`src/shared/pll_ratio_map.svh`:
```
`ifndef PLL_RATIO_MAP_SVH
`define PLL_RATIO_MAP_SVH

// ==========================================================================
// register offsets (byte addresses)
// ==========================================================================
`define REG_STRAP_CODES 8'h00
`define REG_RATIOS 8'h04
`define REG_REF_KHZ 8'h08
`define REG_PLAT_KHZ 8'h0C
`define REG_CORE_KHZ 8'h10
`define REG_MEM_KHZ 8'h14
`define REG_LIMIT_CFG 8'h18
`define REG_RANGE_FLAGS 8'h1C

// ==========================================================================
// field positions
// ==========================================================================
`define STRAP_PLAT_LSB 0
`define STRAP_CORE_LSB 4
`define STRAP_LOCK_BIT 8
`define RATIO_PLAT_LSB 0
`define RATIO_CORE_LSB 8
`define LIMIT_GRADE_LSB 0
`define LIMIT_SMALL_BIT 2
`define FLAG_PLAT_LOW 0
`define FLAG_CORE_LOW 1
`define FLAG_CORE_HIGH 2
`define FLAG_MEM_LOW 3
`define FLAG_MEM_HIGH 4
`define FLAG_REF_ERRATA 5
`define FLAG_PLAT_RSV 6
`define FLAG_CORE_RSV 7

// ==========================================================================
// reset values
// ==========================================================================
`define REF_KHZ_RESET 18'h186A0
`define GRADE_RESET 2'h0
`define SMALL_RESET 1'h0

// ==========================================================================
// frequency limits in kHz
// ==========================================================================
`define PLAT_MIN_KHZ 32'h000514C8
`define CORE_MIN_KHZ 32'h000C3500
`define CORE_MAX1_KHZ 32'h000F4240
`define CORE_MAX2_KHZ 32'h00124F80
`define CORE_MAX3_KHZ 32'h00145708
`define MEM_MIN_KHZ 32'h00028870
`define MEM_MAX_LARGE_KHZ 32'h00040F10
`define MEM_MAX_SMALL_KHZ 32'h00030D40
`define REF_ERRATA_KHZ 32'h000186A0
`define CORE_ERRATA_KHZ 32'h00124F80

// ==========================================================================
// bus responses
// ==========================================================================
`define RESP_OKAY 2'h0
`define RESP_SLVERR 2'h2

`endif

```
`src/shared/pll_ratio_pkg.sv`:
```
package pll_ratio_pkg;

    typedef enum logic [2:0]
    {
        ST_RESET = 3'b001,
        ST_SAMPLE = 3'b010,
        ST_LOCKED = 3'b100
    } strapState_t;

    typedef enum logic [3:0]
    {
        SEL_STRAP, SEL_RATIOS, SEL_REF, SEL_PLAT, SEL_CORE, SEL_MEM,
        SEL_LIMIT, SEL_FLAGS, SEL_NONE
    } regSel_t;

    typedef struct packed {
        strapState_t state;
        logic [3:0] platCode;
        logic [2:0] coreCode;
        logic [4:0] platMult;
        logic [3:0] coreHalves;
        logic platRsv;
        logic coreRsv;
        logic [17:0] refKhz;
        logic [1:0] gradeSel;
        logic smallVariant;
        logic [31:0] platKhz;
        logic [31:0] coreKhz;
        logic [31:0] memKhz;
        logic [7:0] rangeFlags;
        logic fault;
        logic awHeld;
        logic [7:0] awAddr;
        logic wHeld;
        logic [31:0] wData;
        logic [3:0] wStrb;
        logic awready;
        logic wready;
        logic bvalid;
        logic [1:0] bresp;
        logic arready;
        logic rvalid;
        logic [31:0] rdata;
        logic [1:0] rresp;
    } cfgState_t;

endpackage

```
`src/hw/pll_ratio_strap_config.sv`:
```
// Contract
// - Platform clock is reference clock times ratio from four-bit strap.
// - Platform strap decodes to 16,2,3,4,5,6,8,9,10,12,20; five codes reserved.
// - Core ratio from three strap bits: 4,9/2,rsv,3/2,2,5/2,3,7/2.
// - Platform clock and platform bus clock are the same clock.
// - Memory bus clock runs at half the platform clock.
// - Core clock is derived from platform clock, not reference.
//
// Implementation choices: the AXI4-Lite register port and the placing of the registers.
`include "pll_ratio_map.svh"

module pll_ratio_strap_config
(
    input wire logic ref_clk,
    input wire logic sys_rst,
    input wire logic [3:0] platformRatioStrap,
    input wire logic coreRatioStrapBit2,
    input wire logic coreRatioStrapBit1,
    input wire logic coreRatioStrapBit0,
    input wire logic [7:0] s_axi_awaddr,
    input wire logic s_axi_awvalid,
    output logic s_axi_awready,
    input wire logic [31:0] s_axi_wdata,
    input wire logic [3:0] s_axi_wstrb,
    input wire logic s_axi_wvalid,
    output logic s_axi_wready,
    output logic [1:0] s_axi_bresp,
    output logic s_axi_bvalid,
    input wire logic s_axi_bready,
    input wire logic [7:0] s_axi_araddr,
    input wire logic s_axi_arvalid,
    output logic s_axi_arready,
    output logic [31:0] s_axi_rdata,
    output logic [1:0] s_axi_rresp,
    output logic s_axi_rvalid,
    input wire logic s_axi_rready,
    output logic [4:0] platformMult,
    output logic [3:0] coreHalfRatio,
    output logic ratioLocked,
    output logic ratioFault
);

    // ======================================================================
    // helpers
    // ======================================================================
    function automatic pll_ratio_pkg::regSel_t decodeReg(input logic [7:0] addr);
        pll_ratio_pkg::regSel_t sel;
        sel = pll_ratio_pkg::SEL_NONE;
        unique case (addr)
            `REG_STRAP_CODES: sel = pll_ratio_pkg::SEL_STRAP;
            `REG_RATIOS: sel = pll_ratio_pkg::SEL_RATIOS;
            `REG_REF_KHZ: sel = pll_ratio_pkg::SEL_REF;
            `REG_PLAT_KHZ: sel = pll_ratio_pkg::SEL_PLAT;
            `REG_CORE_KHZ: sel = pll_ratio_pkg::SEL_CORE;
            `REG_MEM_KHZ: sel = pll_ratio_pkg::SEL_MEM;
            `REG_LIMIT_CFG: sel = pll_ratio_pkg::SEL_LIMIT;
            `REG_RANGE_FLAGS: sel = pll_ratio_pkg::SEL_FLAGS;
            default: sel = pll_ratio_pkg::SEL_NONE;
        endcase
        return sel;
    endfunction

    function automatic logic [31:0] mergeStrb(
        input logic [31:0] oldVal,
        input logic [31:0] newVal,
        input logic [3:0] strb
    );
        logic [31:0] res;
        res = oldVal;
        for (int i = 0; i < 4; i++)
        begin
            if (strb[i])
            begin
                res[i*8 +: 8] = newVal[i*8 +: 8];
            end
        end
        return res;
    endfunction

    // ======================================================================
    // state
    // ======================================================================
    pll_ratio_pkg::cfgState_t stQ;
    pll_ratio_pkg::cfgState_t stD;

    logic [2:0] coreStrap;
    logic [4:0] liveMult;
    logic liveRsvPlat;
    logic [3:0] liveHalves;
    logic liveRsvCore;
    logic [31:0] calcPlat;
    logic [31:0] calcCore;
    logic [31:0] calcMem;

    assign coreStrap = {coreRatioStrapBit2, coreRatioStrapBit1, coreRatioStrapBit0};

    // ======================================================================
    // submodules
    // ======================================================================
    strap_ratio_decode u_decode
    (
        .platCode(platformRatioStrap),
        .coreCode(coreStrap),
        .platMult(liveMult),
        .platRsv(liveRsvPlat),
        .coreHalves(liveHalves),
        .coreRsv(liveRsvCore)
    );

    freq_calc u_calc
    (
        .refKhz(stQ.refKhz),
        .platMult(stQ.platMult),
        .coreHalves(stQ.coreHalves),
        .platKhz(calcPlat),
        .coreKhz(calcCore),
        .memKhz(calcMem)
    );

    // ======================================================================
    // next state
    // ======================================================================
    logic [31:0] coreMax;
    logic [31:0] memMax;
    logic [31:0] merged;
    logic [31:0] readVal;
    logic readOk;
    pll_ratio_pkg::regSel_t wSel;
    pll_ratio_pkg::regSel_t rSel;

    always_comb
    begin
        stD = stQ;
        merged = 32'h00000000;
        readVal = 32'h00000000;
        readOk = 1'b1;
        wSel = decodeReg(stQ.awAddr);
        rSel = decodeReg(s_axi_araddr);

        // strap capture: once only, pins are shared with other uses later
        unique case (stQ.state)
            pll_ratio_pkg::ST_RESET:
            begin
                stD.state = pll_ratio_pkg::ST_SAMPLE;
            end
            pll_ratio_pkg::ST_SAMPLE:
            begin
                stD.platCode = platformRatioStrap;
                stD.coreCode = coreStrap;
                stD.platMult = liveMult;
                stD.platRsv = liveRsvPlat;
                stD.coreHalves = liveHalves;
                stD.coreRsv = liveRsvCore;
                stD.state = pll_ratio_pkg::ST_LOCKED;
            end
            pll_ratio_pkg::ST_LOCKED:
            begin
                stD.state = pll_ratio_pkg::ST_LOCKED;
            end
            default:
            begin
                stD.state = pll_ratio_pkg::ST_RESET;
            end
        endcase

        // frequency figures and range monitor
        stD.platKhz = calcPlat;
        stD.coreKhz = calcCore;
        stD.memKhz = calcMem;
        unique case (stQ.gradeSel)
            2'h0: coreMax = `CORE_MAX1_KHZ;
            2'h1: coreMax = `CORE_MAX2_KHZ;
            default: coreMax = `CORE_MAX3_KHZ;
        endcase
        memMax = stQ.smallVariant ? `MEM_MAX_SMALL_KHZ : `MEM_MAX_LARGE_KHZ;
        stD.rangeFlags[`FLAG_PLAT_LOW] = stQ.platKhz < `PLAT_MIN_KHZ;
        stD.rangeFlags[`FLAG_CORE_LOW] = stQ.coreKhz < `CORE_MIN_KHZ;
        stD.rangeFlags[`FLAG_CORE_HIGH] = stQ.coreKhz > coreMax;
        stD.rangeFlags[`FLAG_MEM_LOW] = stQ.memKhz < `MEM_MIN_KHZ;
        stD.rangeFlags[`FLAG_MEM_HIGH] = stQ.memKhz > memMax;
        stD.rangeFlags[`FLAG_REF_ERRATA] = ({14'h0000, stQ.refKhz} > `REF_ERRATA_KHZ)
            && (stQ.coreKhz < `CORE_ERRATA_KHZ);
        stD.rangeFlags[`FLAG_PLAT_RSV] = stQ.platRsv;
        stD.rangeFlags[`FLAG_CORE_RSV] = stQ.coreRsv;
        stD.fault = |stD.rangeFlags;

        // write address and data are taken independently
        if (s_axi_awvalid && stQ.awready)
        begin
            stD.awHeld = 1'b1;
            stD.awAddr = s_axi_awaddr;
        end
        if (s_axi_wvalid && stQ.wready)
        begin
            stD.wHeld = 1'b1;
            stD.wData = s_axi_wdata;
            stD.wStrb = s_axi_wstrb;
        end
        if (s_axi_bvalid && s_axi_bready)
        begin
            stD.bvalid = 1'b0;
        end
        if (stQ.awHeld && stQ.wHeld && !stQ.bvalid)
        begin
            stD.awHeld = 1'b0;
            stD.wHeld = 1'b0;
            stD.bvalid = 1'b1;
            stD.bresp = `RESP_OKAY;
            unique case (wSel)
                pll_ratio_pkg::SEL_REF:
                begin
                    merged = mergeStrb({14'h0000, stQ.refKhz}, stQ.wData, stQ.wStrb);
                    stD.refKhz = merged[17:0];
                end
                pll_ratio_pkg::SEL_LIMIT:
                begin
                    merged = mergeStrb({29'h00000000, stQ.smallVariant, stQ.gradeSel},
                        stQ.wData, stQ.wStrb);
                    stD.gradeSel = merged[`LIMIT_GRADE_LSB +: 2];
                    stD.smallVariant = merged[`LIMIT_SMALL_BIT];
                end
                pll_ratio_pkg::SEL_NONE:
                begin
                    stD.bresp = `RESP_SLVERR;
                end
                default:
                begin
                    // read-only register: write dropped, still answered okay
                    stD.bresp = `RESP_OKAY;
                end
            endcase
        end
        stD.awready = !stD.awHeld && !stD.bvalid;
        stD.wready = !stD.wHeld && !stD.bvalid;

        // read: one outstanding, answered the cycle after acceptance
        unique case (rSel)
            pll_ratio_pkg::SEL_STRAP:
            begin
                readVal[`STRAP_PLAT_LSB +: 4] = stQ.platCode;
                readVal[`STRAP_CORE_LSB +: 3] = stQ.coreCode;
                readVal[`STRAP_LOCK_BIT] = stQ.state == pll_ratio_pkg::ST_LOCKED;
            end
            pll_ratio_pkg::SEL_RATIOS:
            begin
                readVal[`RATIO_PLAT_LSB +: 5] = stQ.platMult;
                readVal[`RATIO_CORE_LSB +: 4] = stQ.coreHalves;
            end
            pll_ratio_pkg::SEL_REF: readVal = {14'h0000, stQ.refKhz};
            pll_ratio_pkg::SEL_PLAT: readVal = stQ.platKhz;
            pll_ratio_pkg::SEL_CORE: readVal = stQ.coreKhz;
            pll_ratio_pkg::SEL_MEM: readVal = stQ.memKhz;
            pll_ratio_pkg::SEL_LIMIT:
            begin
                readVal[`LIMIT_GRADE_LSB +: 2] = stQ.gradeSel;
                readVal[`LIMIT_SMALL_BIT] = stQ.smallVariant;
            end
            pll_ratio_pkg::SEL_FLAGS: readVal = {24'h000000, stQ.rangeFlags};
            default: readOk = 1'b0;
        endcase
        if (s_axi_rvalid && s_axi_rready)
        begin
            stD.rvalid = 1'b0;
        end
        if (s_axi_arvalid && stQ.arready)
        begin
            stD.rvalid = 1'b1;
            stD.rdata = readVal;
            stD.rresp = readOk ? `RESP_OKAY : `RESP_SLVERR;
        end
        stD.arready = !stD.rvalid;
    end

    // ======================================================================
    // registers
    // ======================================================================
    always_ff @(posedge ref_clk or posedge sys_rst)
    begin
        if (sys_rst)
        begin
            stQ <= '0;
            stQ.state <= pll_ratio_pkg::ST_RESET;
            stQ.refKhz <= `REF_KHZ_RESET;
            stQ.gradeSel <= `GRADE_RESET;
            stQ.smallVariant <= `SMALL_RESET;
            stQ.bresp <= `RESP_OKAY;
            stQ.rresp <= `RESP_OKAY;
        end
        else
        begin
            stQ <= stD;
        end
    end

    // ======================================================================
    // outputs
    // ======================================================================
    assign s_axi_awready = stQ.awready;
    assign s_axi_wready = stQ.wready;
    assign s_axi_bvalid = stQ.bvalid;
    assign s_axi_bresp = stQ.bresp;
    assign s_axi_arready = stQ.arready;
    assign s_axi_rvalid = stQ.rvalid;
    assign s_axi_rdata = stQ.rdata;
    assign s_axi_rresp = stQ.rresp;
    assign platformMult = stQ.platMult;
    assign coreHalfRatio = stQ.coreHalves;
    assign ratioLocked = stQ.state[2];
    assign ratioFault = stQ.fault;

endmodule

```
`src/hw/strap_ratio_decode.sv`:
```
// ==========================================================================
// strap code to ratio tables
// ==========================================================================
module strap_ratio_decode
(
    input wire logic [3:0] platCode,
    input wire logic [2:0] coreCode,
    output logic [4:0] platMult,
    output logic platRsv,
    output logic [3:0] coreHalves,
    output logic coreRsv
);

    // reserved codes give a zero multiplier so no frequency is reported
    always_comb
    begin
        platRsv = 1'b0;
        unique case (platCode)
            4'h0: platMult = 5'h10;
            4'h2: platMult = 5'h02;
            4'h3: platMult = 5'h03;
            4'h4: platMult = 5'h04;
            4'h5: platMult = 5'h05;
            4'h6: platMult = 5'h06;
            4'h8: platMult = 5'h08;
            4'h9: platMult = 5'h09;
            4'hA: platMult = 5'h0A;
            4'hC: platMult = 5'h0C;
            4'hD: platMult = 5'h14;
            default:
            begin
                platMult = 5'h00;
                platRsv = 1'b1;
            end
        endcase
    end

    // core ratio held in halves: 4:1 is 8, 9:2 is 9
    always_comb
    begin
        coreRsv = 1'b0;
        unique case (coreCode)
            3'h0: coreHalves = 4'h8;
            3'h1: coreHalves = 4'h9;
            3'h2:
            begin
                coreHalves = 4'h0;
                coreRsv = 1'b1;
            end
            3'h3: coreHalves = 4'h3;
            3'h4: coreHalves = 4'h4;
            3'h5: coreHalves = 4'h5;
            3'h6: coreHalves = 4'h6;
            3'h7: coreHalves = 4'h7;
        endcase
    end

endmodule

```
`src/hw/freq_calc.sv`:
```
// ==========================================================================
// derived frequencies in kHz
// ==========================================================================
module freq_calc
(
    input wire logic [17:0] refKhz,
    input wire logic [4:0] platMult,
    input wire logic [3:0] coreHalves,
    output logic [31:0] platKhz,
    output logic [31:0] coreKhz,
    output logic [31:0] memKhz
);

    logic [22:0] platProd;
    logic [26:0] coreProd;

    assign platProd = refKhz * platMult;
    // core follows the platform figure, never the reference directly
    assign coreProd = platProd * coreHalves;
    assign platKhz = {9'h000, platProd};
    assign coreKhz = {6'h00, coreProd[26:1]};
    assign memKhz = {10'h000, platProd[22:1]};

endmodule

```
`config.mk`:
```
export PLATFORM = sky130hd
export DESIGN_NAME = pll_ratio_strap_config
export DESIGN_NICKNAME = d
export VERILOG_FILES = /design/src/shared/pll_ratio_pkg.sv /design/src/hw/pll_ratio_strap_config.sv /design/src/hw/strap_ratio_decode.sv /design/src/hw/freq_calc.sv
export VERILOG_INCLUDE_DIRS = /design/src /design/src/shared
export SDC_FILE = /design/constraint.sdc
export NUM_CORES = 1
export LEC_CHECK = 0
export CAP_MARGIN = 20
export CELL_PAD_IN_SITES_DETAIL_PLACEMENT = 0
export CELL_PAD_IN_SITES_GLOBAL_PLACEMENT = 1
export CORE_UTILIZATION = 47
export CTS_BUF_LIST = sky130_fd_sc_hd__clkbuf_2
export CTS_CLUSTER_SIZE = 14
export DETAILED_ROUTE_END_ITERATION = 7
export DONT_BUFFER_PORTS = 1
export PLACE_DENSITY_LB_ADDON = 0.1
export SLEW_MARGIN = 10
export SYNTH_ARGS = -nofsm -noshare
export SYNTH_HDL_FRONTEND = slang
export SYNTH_SLANG_ARGS = --single-unit
```
`constraint.sdc`:
```
create_clock -name ref_clk -period 6.7 [get_ports ref_clk]
set_input_delay 0.67 -clock ref_clk [delete_from_list [all_inputs] [get_ports ref_clk]]
set_output_delay 0.67 -clock ref_clk [all_outputs]
set_load 0.02 [all_outputs]
```
==> results.txt, run 1 <==
Final core occ = 59.39%
Initial antenna violation count = 1
Combinational power share = 31.0%
Fin crit share = 96.83%
Post-route DRC violation count = 0
Layout area overhead = 22.73%
Slew at the pin closest to its max-slew limit = 1.137 ns
Setup CP Type = reg2reg
Yosys cell types = 83
RePlAce Congestion = 0.9105
Clk pwr share = 21.3%
Number of synthesized flops with an enable pin = 0
Routed WL = 38270 um
Most common flop cell mapped by yosys = dfrtp_1
Met1 WL = 17070 um
Vias in the first global route = 11150
Wire length on met2 = 18440 um
Die X = 172.1 um
Clock Sinks = 164
Seq cells post-synth = 164
Final WS setup = 0.2126 ns
Fraction of registers with async set/reset = 100.0%
Crit. End Element = register
Reg power frac = 47.7%
Hold Path Class = in2reg
Root Buffer Master = clkbuf_2
Share of cells above drive strength 1 = 27.94%
Number of port buffers = 0
Fin nets = 1841
Vias per std cell = 5.495
Place WS = -0.2521 ns
Period minus WS final = 6.487 ns
Post-synthesis sequential area ratio = 30.26%
Crit-path max FO = 8
Crit path required time = 7.46 ns
PwrDens = 170.5 nW/um^2
GRT overflow = 0
Filler cells = 2513
Initial Utilization = 48.40%
Highest clock rate = 154.1 MHz
Core area = 28090 sq um
Antenna viol nets, final = 0
CTS Buf Count = 17
CTS tree = done
DP HPWL = 29100 um
Detailed-route via count = 10980
Clock transition at path regs = 0.28 ns
Worst VDD drop = 109.0 uV
Row Count = 61
Sw Ratio = 38.15%
Pin count of the biggest net entering global routing = 102
First-pass GRT wire length = 60970 um
Max-cap viol count = 0
Syn Inst Count = 1448
P_int = 0.001759 W
CP peak stage delay = 0.55 ns
Worst slew margin = 23.94%
Max Used Layer = met4
Clock Latency Late Sink = 0.84 ns
Setup_tns = 0 ns
Crit path DAT = 7.25 ns
Max Buffers Root-to-Sink = 2
Final slew viol count = 0
WL/cell = 19.16 um
Sw power = 0.001085 W
Synthesized area = 13590 sq um
Die Ht = 172.1 um
Yosys warning count = 0
H-tree depth = 4
Startpoint Class = register
WL met3 = 1822 um
I/O pins = 118
Layout Skew = 0.05746 ns
GRT Overall Usage = 27.04%
Mean post-synth cell area = 9.387 sq um
Slowest CP cell = dfrtp_2
1st-pass router iterations = 5
Static Leak = 8.053 nW
Initial drt markers = 797
Die area = 29600 sq um
Final Hold Fails = 0
Final setup fails = 0
Status = finished clean
cell usage after synthesis (all sizes together) (5+ instances only):
master / count / area share, %
nand2: 161 / 4.4
dfstp: 7 / 1.4
inv: 142 / 3.9
a21o: 27 / 1.5
or2: 5 / 0.23
a222oi: 6 / 0.44
o211ai: 10 / 0.55
dfrtp: 157 / 29
ha: 80 / 7.4
xor2: 17 / 1.1
a311oi: 5 / 0.50
mux2: 57 / 4.7
a221oi: 12 / 0.90
nand3b: 5 / 0.28
o21a: 9 / 0.50
buf: 61 / 3.0
nor2: 53 / 1.5
nand3: 17 / 0.63
o21ai: 64 / 2.4
and3: 9 / 0.42
nor2b: 7 / 0.32
fa: 90 / 13
a211oi: 9 / 0.50
or4: 5 / 0.30
or3: 8 / 0.37
a22o: 14 / 0.91
xnor2: 20 / 1.3
nand2b: 25 / 1.2
a31oi: 10 / 0.57
and2: 117 / 5.4
a21oi: 58 / 2.2
a2111oi: 5 / 0.33
mux2i: 23 / 1.7
nor3: 24 / 0.92
nand4: 12 / 0.55
a22oi: 11 / 0.61
o31ai: 5 / 0.28
clkbuf: 48 / 1.4
worst max-delay path: cells and delay by family, from the launching register on:
kind	cells	cell delay (ns)
AOI/OAI and AO/OA	3	0.47
xor gates and xnor gates	1	0.19
adders and majority gates	7	3.15
buffers and inverters	9	0.98
DFF	1	0.55
muxes	1	0.15
and+or+nand+nor	7	0.93
metal layers:
layer	track usage, %	vias up
met5	0	-
met4	7.695	0
met3	3.868	40
met2	45.67	276
met1	36.01	5483
li1	-	5181
cells in the final DEF, fill, tap and decap left out, types with 18 or more instances in the layout:
cell and instances:
dfrtp_1 154, dlygate4sd3_1 44, nand2b_1 24, o21ai_0 48, ha_1 55, ha_4 24
and2_4 18, mux2i_1 18, nor2_1 46, buf_4 178, a21o_1 27, mux2_2 56
fa_1 87, inv_1 125, and2_1 99, a21oi_1 40, nor3_1 20, nand2_1 156
sequential cells by signal, indices dropped and copies added, names as in the netlist:
signal and cells:
platformMult 5, s_axi_rdata 26, coreHalfRatio 4, stD 2, s_axi_arready 1, ratioLocked 1, s_axi_rvalid 1, s_axi_rresp 1
s_axi_awready 1, ratioFault 1, s_axi_wready 1, s_axi_bvalid 1, stQ 118, s_axi_bresp 1
kinds of logic after synthesis:
logic type / count (synthesis) / synth area share (%)
buffers and inverters: 251 / 8.303
other: 1 / 0.02759
XOR/XNOR: 37 / 2.384
adder cells (fa/ha/maj): 172 / 20.77
AND/OR/NAND/NOR: 463 / 17.50
flip-flops: 164 / 30.26
multiplexers: 80 / 6.416
AO/OA/AOI/OAI: 280 / 14.35
path summary, 6_finish.rpt:
path	start	to	slack, ns	depth (start not counted)
worst min-delay path	platformRatioStrap[0]	platformMult[3]$_DFFE_PP0N_	0.07	2
worst max-delay path	platformMult[2]$_DFFE_PP0N_	stQ[151]$_DFF_PP0_	0.21	28
worst min register to register	stD[94]$_DFFE_PP0N_	stQ[94]$_DFF_PP0_	0.45	0
max in group asynchronous	sys_rst	platformMult[3]$_DFFE_PP0N_	4.76	3
min in group asynchronous	sys_rst	stQ[147]$_DFF_PP0_	0.50	2
worst max register to register	platformMult[2]$_DFFE_PP0N_	stQ[151]$_DFF_PP0_	0.21	28
stage by stage:
step	power [W]	hold slack (ns)	std cells	instance area [sq um]
final	0.002844	0.07337	1998	16680
after global placement	0.002127	0.4272	1885	14720
after floorplan	0.001843	0.3664	1455	13630
after global routing	0.003015	0.003327	1997	16680
after CTS	0.002794	0.003358	1975	15720
after detailed placement	0.002146	0.4302	1885	14720
power groups by stage:
stage / registers, W / clock network [W] / logic, W
6_report: 0.00136 / 0.000606 / 0.000882
5_1_grt: 0.00138 / 0.000657 / 0.000982
4_1_cts: 0.00136 / 0.000622 / 0.000817
3_5_place_dp: 0.00137 / 0 / 0.000771
3_3_place_gp: 0.00137 / 0 / 0.000754
2_1_floorplan: 0.00129 / 0 / 0.000557
cell type report:
class	count	area, sq um	share of cell area, %
clock inverter	15	181.4	1.088
clock buffer	17	85.08	0.5100
multi-input combinational	1040	9280	55.63
tap	378	473.0	2.835
antenna	2	5.005	0.03000
sequential	164	4116	24.68
inverter	142	538.0	3.225
timing repair buffer	240	2003	12.01
timing repair:
action                                  CTS  global route
hold buffers                             44             0
gates cloned                              0             0
gates resized for setup                  47           155
buffers inserted                         14            20
endpoints found under the setup margin   10            14
pin swaps                                21           108
hold endpoints to repair                148             0
Power figures use the tool's default switching activity.
==> inputs of run 2 (changes only) <==
--- a/constraint.sdc
+++ b/constraint.sdc
@@ -3,2 +3,2 @@
 set_output_delay 0.67 -clock ref_clk [all_outputs]
-set_load 0.02 [all_outputs]
+set_load 0.1 [all_outputs]
==> run 2 against run 1 <==
Against the previous run:
- die area is the same
- critical endpoint is now stQ[152]$_DFF_PP0_
- cell area is essentially flat
- global-route usage shrank 0.056 points
- combinational power grew 2%
- via count is essentially flat
- largest cell class unchanged
- clock skew grew 0.0044 ns
==> results.txt, run 2 (synthesized netlist as in run 1, its figures left out) <==
RSZ-0062 raised after global routing = yes
RePlAce Congestion = 0.8922
Max FFs per register = 118
1st-pass router iterations = 6
Die X = 172.1 um
Biggest register = stQ
Crit path required time = 7.41 ns
Static Leak = 7.975 nW
Vias per std cell = 5.503
Crit-path max FO = 5
Layout area overhead = 22.68%
Slowest CP cell = fa_1
Antenna viol nets, final = 0
GRT overflow = 0
Clock Latency Late Sink = 0.83 ns
Fin crit share = 99.83%
Routed WL = 38250 um
R2r setup slk = 0.01 ns
CP peak stage delay = 0.55 ns
Final WS setup = 0.01122 ns
Worst slew margin = 33.53%
Die Ht = 172.1 um
Detailed-route via count = 10980
Core area = 28090 sq um
Worst reg-to-reg path cell count = 30
Initial Utilization = 48.40%
Crit. End Element = register
Most frequent cells in the layout = 171 x buf_4, 157 x nand2_1, 149 x dfrtp_1, 120 x inv_1, 102 x and2_1
Area after DPL = 14710 sq um
Clock transition at path regs = 0.30 ns
I/O pins = 118
H-tree depth = 4
Fin nets = 1838
Post-route cell area = 16680 sq um
Root Buffer Master = clkbuf_2
Die area = 29600 sq um
Initial antenna violation count = 3
Most common cell after layout, fill and taps aside = buf_4
Final core occ = 59.37%
Final slew viol count = 0
Final Hold Fails = 0
End of the worst hold path = platformMult[0]$_DFFE_PP0N_
WHS Path Cells = 3
Hold Path Class = in2reg
Crit path DAT = 7.40 ns
Share of cells above drive strength 1 = 28.73%
Number of port buffers = 0
Final setup fails = 0
Startpoint Class = register
Highest clock rate = 149.5 MHz
CTS Buf Count = 17
Row Count = 61
Initial drt markers = 727
Post-route DRC violation count = 0
Worst hold start = platformRatioStrap[3]
Period minus WS final = 6.689 ns
Worst VDD drop = 153.3 uV
Max-cap viol count = 0
Critical Path Most Common Cell = buf_4
Layout Skew = 0.06181 ns
Slew at the pin closest to its max-slew limit = 0.9971 ns
Setup CP Type = reg2reg
Vias in the first global route = 11190
R2r endpoint = stQ[152]$_DFF_PP0_
DP HPWL = 28830 um
Place WS = -0.3374 ns
GRT Overall Usage = 26.99%
CTS tree = done
Max Buffers Root-to-Sink = 2
Status = finished clean
Reg2reg start = platformMult[4]$_DFFE_PP0N_
Pin count of the biggest net entering global routing = 96
PwrDens = 177.3 nW/um^2
WL/cell = 19.16 um
Clock Sinks = 164
First-pass GRT wire length = 60890 um
run 2: cell count changes in the layout (fill, tap and decap cells not counted), sizes merged:
cell         delta
buf             -5
clkinv          -4
clkbuf          +3
bufinv          +1
clkinvlp        +1
diode           +1
dlygate4sd3     +1
run 2: worst max-delay path by stage:
stage,from,to,slack (ns),cells past startpoint
after floorplan,platformMult[4]$_DFFE_PP0N_,stQ[152]$_DFF_PP0_,0.03,26
after global placement,platformMult[4]$_DFFE_PP0N_,stQ[146]$_DFF_PP0_,-0.36,25
after detailed placement,platformMult[4]$_DFFE_PP0N_,stQ[146]$_DFF_PP0_,-0.34,23
after CTS,platformMult[4]$_DFFE_PP0N_,stQ[151]$_DFF_PP0_,0.002,29
after global routing,platformMult[2]$_DFFE_PP0N_,stQ[152]$_DFF_PP0_,-0.24,29
final,platformMult[4]$_DFFE_PP0N_,stQ[152]$_DFF_PP0_,0.01,30
run 2: metrics by stage:
stage	setup TNS, ns	hold WS [ns]	std cells	total power, W
2_1_floorplan	0	0.3664	1455	0.001961
3_3_place_gp	-1.669	0.4288	1881	0.002246
3_5_place_dp	-1.538	0.4271	1882	0.002263
4_1_cts	0	0.0007354	1973	0.002918
5_1_grt	-1.087	-0.003559	1996	0.003135
6_report	0	0.05008	1996	0.002957
run 2: metal layers:
metal | GRT usage [%] | up-vias | share of wire (%)
li1 | - | 5170 | -
met3 | 3.227 | 53 | 4.8
met5 | 0 | - | 0
met4 | 8.965 | 0 | 2.6
met1 | 36.57 | 5485 | 45
met2 | 44.69 | 276 | 47
run 2: timing repair:
item / 4_1_cts / 5_1_grt
endpoints found under the hold margin: 144 / 1
pin swaps: 48 / 107
buffers inserted: 17 / 18
cloned: 0 / 1
resized for setup: 80 / 137
hold buffers: 44 / 1
setup endpoints to repair: 10 / 14
run 2: report_power, final:
part	internal, W	switching [W]	leakage, nW
Combinational	0.000436	0.000461	5.71
Sequential	0.00116	0.000298	2.11
Clock	0.000190	0.000411	0.155
run 2: critical path, delay by kind of cell, from the launching register on:
| kind | cells | cell delay, ns |
|---|---|---|
| flops | 1 | 0.49 |
| buf+inv | 11 | 1.22 |
| compound gates | 9 | 1.50 |
| mux | 1 | 0.19 |
| fa+ha+maj | 6 | 2.46 |
| simple gates | 3 | 0.72 |
run 2: layout make-up:
| class | instances | area, sq um |
|---|---|---|
| Timing Repair Buffer | 237 | 1979 |
| Clock inverter | 13 | 160.2 |
| Clock buffer | 19 | 95.09 |
| Sequential cell | 164 | 4123 |
| Fill cell | 2541 | 11410 |
| Tap cell | 378 | 473.0 |
| Antenna cell | 3 | 7.507 |
| Inverter | 142 | 538.0 |
| Multi-Input combinational cell | 1040 | 9300 |
==> inputs of run 3 (changes only) <==
- ABC_AREA: unset -> 1
- CORE_UTILIZATION: 47 -> 44
==> run 3 against run 2 <==
Against the previous run:
- register-to-register slack gained 0.29 ns
- routed wire length grew 5.8%
- clock skew grew 0.0054 ns
- sequential power is essentially flat
- worst setup slack gained 0.29 ns
- clock-buffer cell count shrank 1
- highest routed layer unchanged
==> results.txt, run 3 <==
Most frequent cells in the layout = 587 x nand2_1, 350 x inv_1, 161 x nor2_1, 154 x dfrtp_1, 114 x nand3_1
Final core occ = 49.96%
Share of cells above drive strength 1 = 11.14%
Mean post-synth cell area = 7.187 sq um
1st-pass router iterations = 5
Layout Skew = 0.06716 ns
Worst slew margin = 35.58%
GRT overflow = 0
Max-cap viol count = 0
Row Count = 65
Post-synth top cells = 598 x nand2_1, 351 x inv_1, 175 x nor2_1, 157 x dfrtp_1, 118 x nand3_1
Met3 usage = 2.415%
Most common flop cell mapped by yosys = dfrtp_1
Die area = 33290 sq um
Yosys cell types = 49
CTS Buf Count = 17
Clock transition at path regs = 0.27 ns
Hold Path Class = in2reg
Final WS setup = 0.3034 ns
GRT Overall Usage = 25.76%
Vias per std cell = 4.995
CP peak stage delay = 0.55 ns
WL/cell = 16.35 um
Fraction of registers with async set/reset = 100.0%
H-tree depth = 4
Crit path required time = 7.36 ns
First-pass GRT wire length = 66660 um
Area taken by multi-input logic gates = 8625 sq um
Max Buffers Root-to-Sink = 2
Area after DPL = 14800 sq um
Vias in the first global route = 12580
Yosys warning count = 0
Root Buffer Master = clkbuf_2
Worst VDD drop = 244.1 uV
Static Leak = 9.158 nW
RePlAce Congestion = 0.9244
Seq cells post-synth = 164
Syn Inst Count = 1994
Final setup fails = 0
Die Ht = 182.5 um
RSZ-0062 raised after global routing = yes
Clock Latency Late Sink = 0.81 ns
Number of synthesized flops with an enable pin = 0
Initial drt markers = 850
Slew at the pin closest to its max-slew limit = 0.9663 ns
Count leader, synth = nand2_1
Fin nets = 2260
Most common cell after layout, fill and taps aside = nand2_1
Initial antenna violation count = 2
Clock Sinks = 164
Layout area overhead = 10.87%
Max FFs per register = 118
Biggest register = stQ
Pin count of the biggest net entering global routing = 90
Final Hold Fails = 0
Crit path DAT = 7.05 ns
Slowest CP cell = fa_1
Synth area leaders = dfrtp_1 27%, nand2_1 16%, fa_1 13%
Crit. End Element = register
Final slew viol count = 0
Worst Hold Slack = 0.06598 ns
Filler cells = 3265
Antenna viol nets, final = 0
Number of port buffers = 0
Die X = 182.5 um
Initial Utilization = 45.06%
CTS tree = done
Fin crit share = 95.47%
Core area = 31800 sq um
Post-synthesis sequential area ratio = 28.70%
Period minus WS final = 6.397 ns
Top cell type's share of synthesized area = 27.42%
Post-route cell area = 15890 sq um
Setup CP Type = reg2reg
I/O pins = 118
Crit-path max FO = 11
DP HPWL = 32740 um
Detailed-route via count = 12360
Busiest layer in global routing = met2
Synth area leader = dfrtp_1
Met2 Usage GRT = 41.33%
Routed WL = 40460 um
Synthesized area = 14330 sq um
FF+latch area = 4116 sq um
Global Route met1 Usage = 36.93%
Startpoint Class = register
Highest clock rate = 156.3 MHz
Place WS = 0.1989 ns
Status = finished clean
PwrDens = 203.1 nW/um^2
Post-route DRC violation count = 0
## run 3: changes by cell type in the layout (fill, tap and decap cells not counted), moves of 56 or more
cell and change:
buf_4 -102, inv_1 +230, nand3_1 +99, and2_1 -99
mux2_2 -56, nand2_1 +430, nor2_1 +116
## run 3: metal layers
metal	part of all wire (%)	vias to the layer above	wire length (um)
li1	-	6118	-
met2	45	273	18140
met5	0	-	0
met1	48	5926	19620
met4	2.0	0	806
met3	4.7	41	1884
## run 3: metrics by stage
stage / setup TNS (ns) / cells / power [W]
finish: 0 / 2474 / 0.003227
global route: -0.05812 / 2474 / 0.003456
CTS: 0 / 2468 / 0.003219
detailed placement: 0 / 2397 / 0.002545
global placement: 0 / 2397 / 0.002530
floorplan: 0 / 2001 / 0.002180
## run 3: worst max-delay path: cells and delay by family, from the launching register on
| family | cells | cell delay [ns] |
|---|---|---|
| buffers and inverters | 8 | 0.76 |
| DFF | 1 | 0.48 |
| and+or+nand+nor | 14 | 1.83 |
| adders and majority gates | 7 | 3.18 |
## run 3: kinds of logic after synthesis
group | count (synthesis) | synth area share [%]
AO/OA/AOI/OAI | 181 | 7.002
XOR/XNOR | 31 | 1.999
adder cells (fa/ha/maj) | 171 | 19.63
buffers and inverters | 467 | 13.76
flip-flops | 164 | 28.70
other | 1 | 0.02617
AND/OR/NAND/NOR | 979 | 28.88
## run 3: worst paths after layout
path / endpoint / depth (start not counted) / slack, ns / start
worst max-delay path: stQ[152]$_DFF_PP0_ / 29 / 0.30 / platformMult[4]$_DFFE_PP0N_
worst min-delay path: platformMult[3]$_DFFE_PP0N_ / 2 / 0.07 / platformRatioStrap[0]
worst max register to register: stQ[152]$_DFF_PP0_ / 29 / 0.30 / platformMult[4]$_DFFE_PP0N_
worst min register to register: stQ[95]$_DFF_PP0_ / 0 / 0.43 / stD[95]$_DFFE_PP0N_
max in group asynchronous: platformMult[0]$_DFFE_PP0N_ / 3 / 4.73 / sys_rst
min in group asynchronous: stQ[95]$_DFF_PP0_ / 2 / 0.50 / sys_rst
## run 3: final cells by class
class,instances,share of cell area (%)
antenna,2,0.03150
clock buffer,18,0.5670
clock inverter,14,1.355
inverter,362,8.584
multi-input combinational,1370,54.28
sequential,164,25.91
tap,435,3.426
timing repair buffer,109,5.843
## run 3: repair_timing
action                                  in CTS  in global routing
resized for setup                            0                 85
endpoints found under the setup margin       0                 14
endpoints found under the hold margin      127                  0
buffers inserted                             0                  4
hold buffers                                39                  0
## run 3: power breakdown
group / leakage [nW] / total (W) / switching, W / internal, W
Combinational: 6.85 / 0.00109 / 0.000707 / 0.000384
Sequential: 2.13 / 0.00148 / 0.000300 / 0.00119
Clock: 0.174 / 0.000651 / 0.000390 / 0.000262
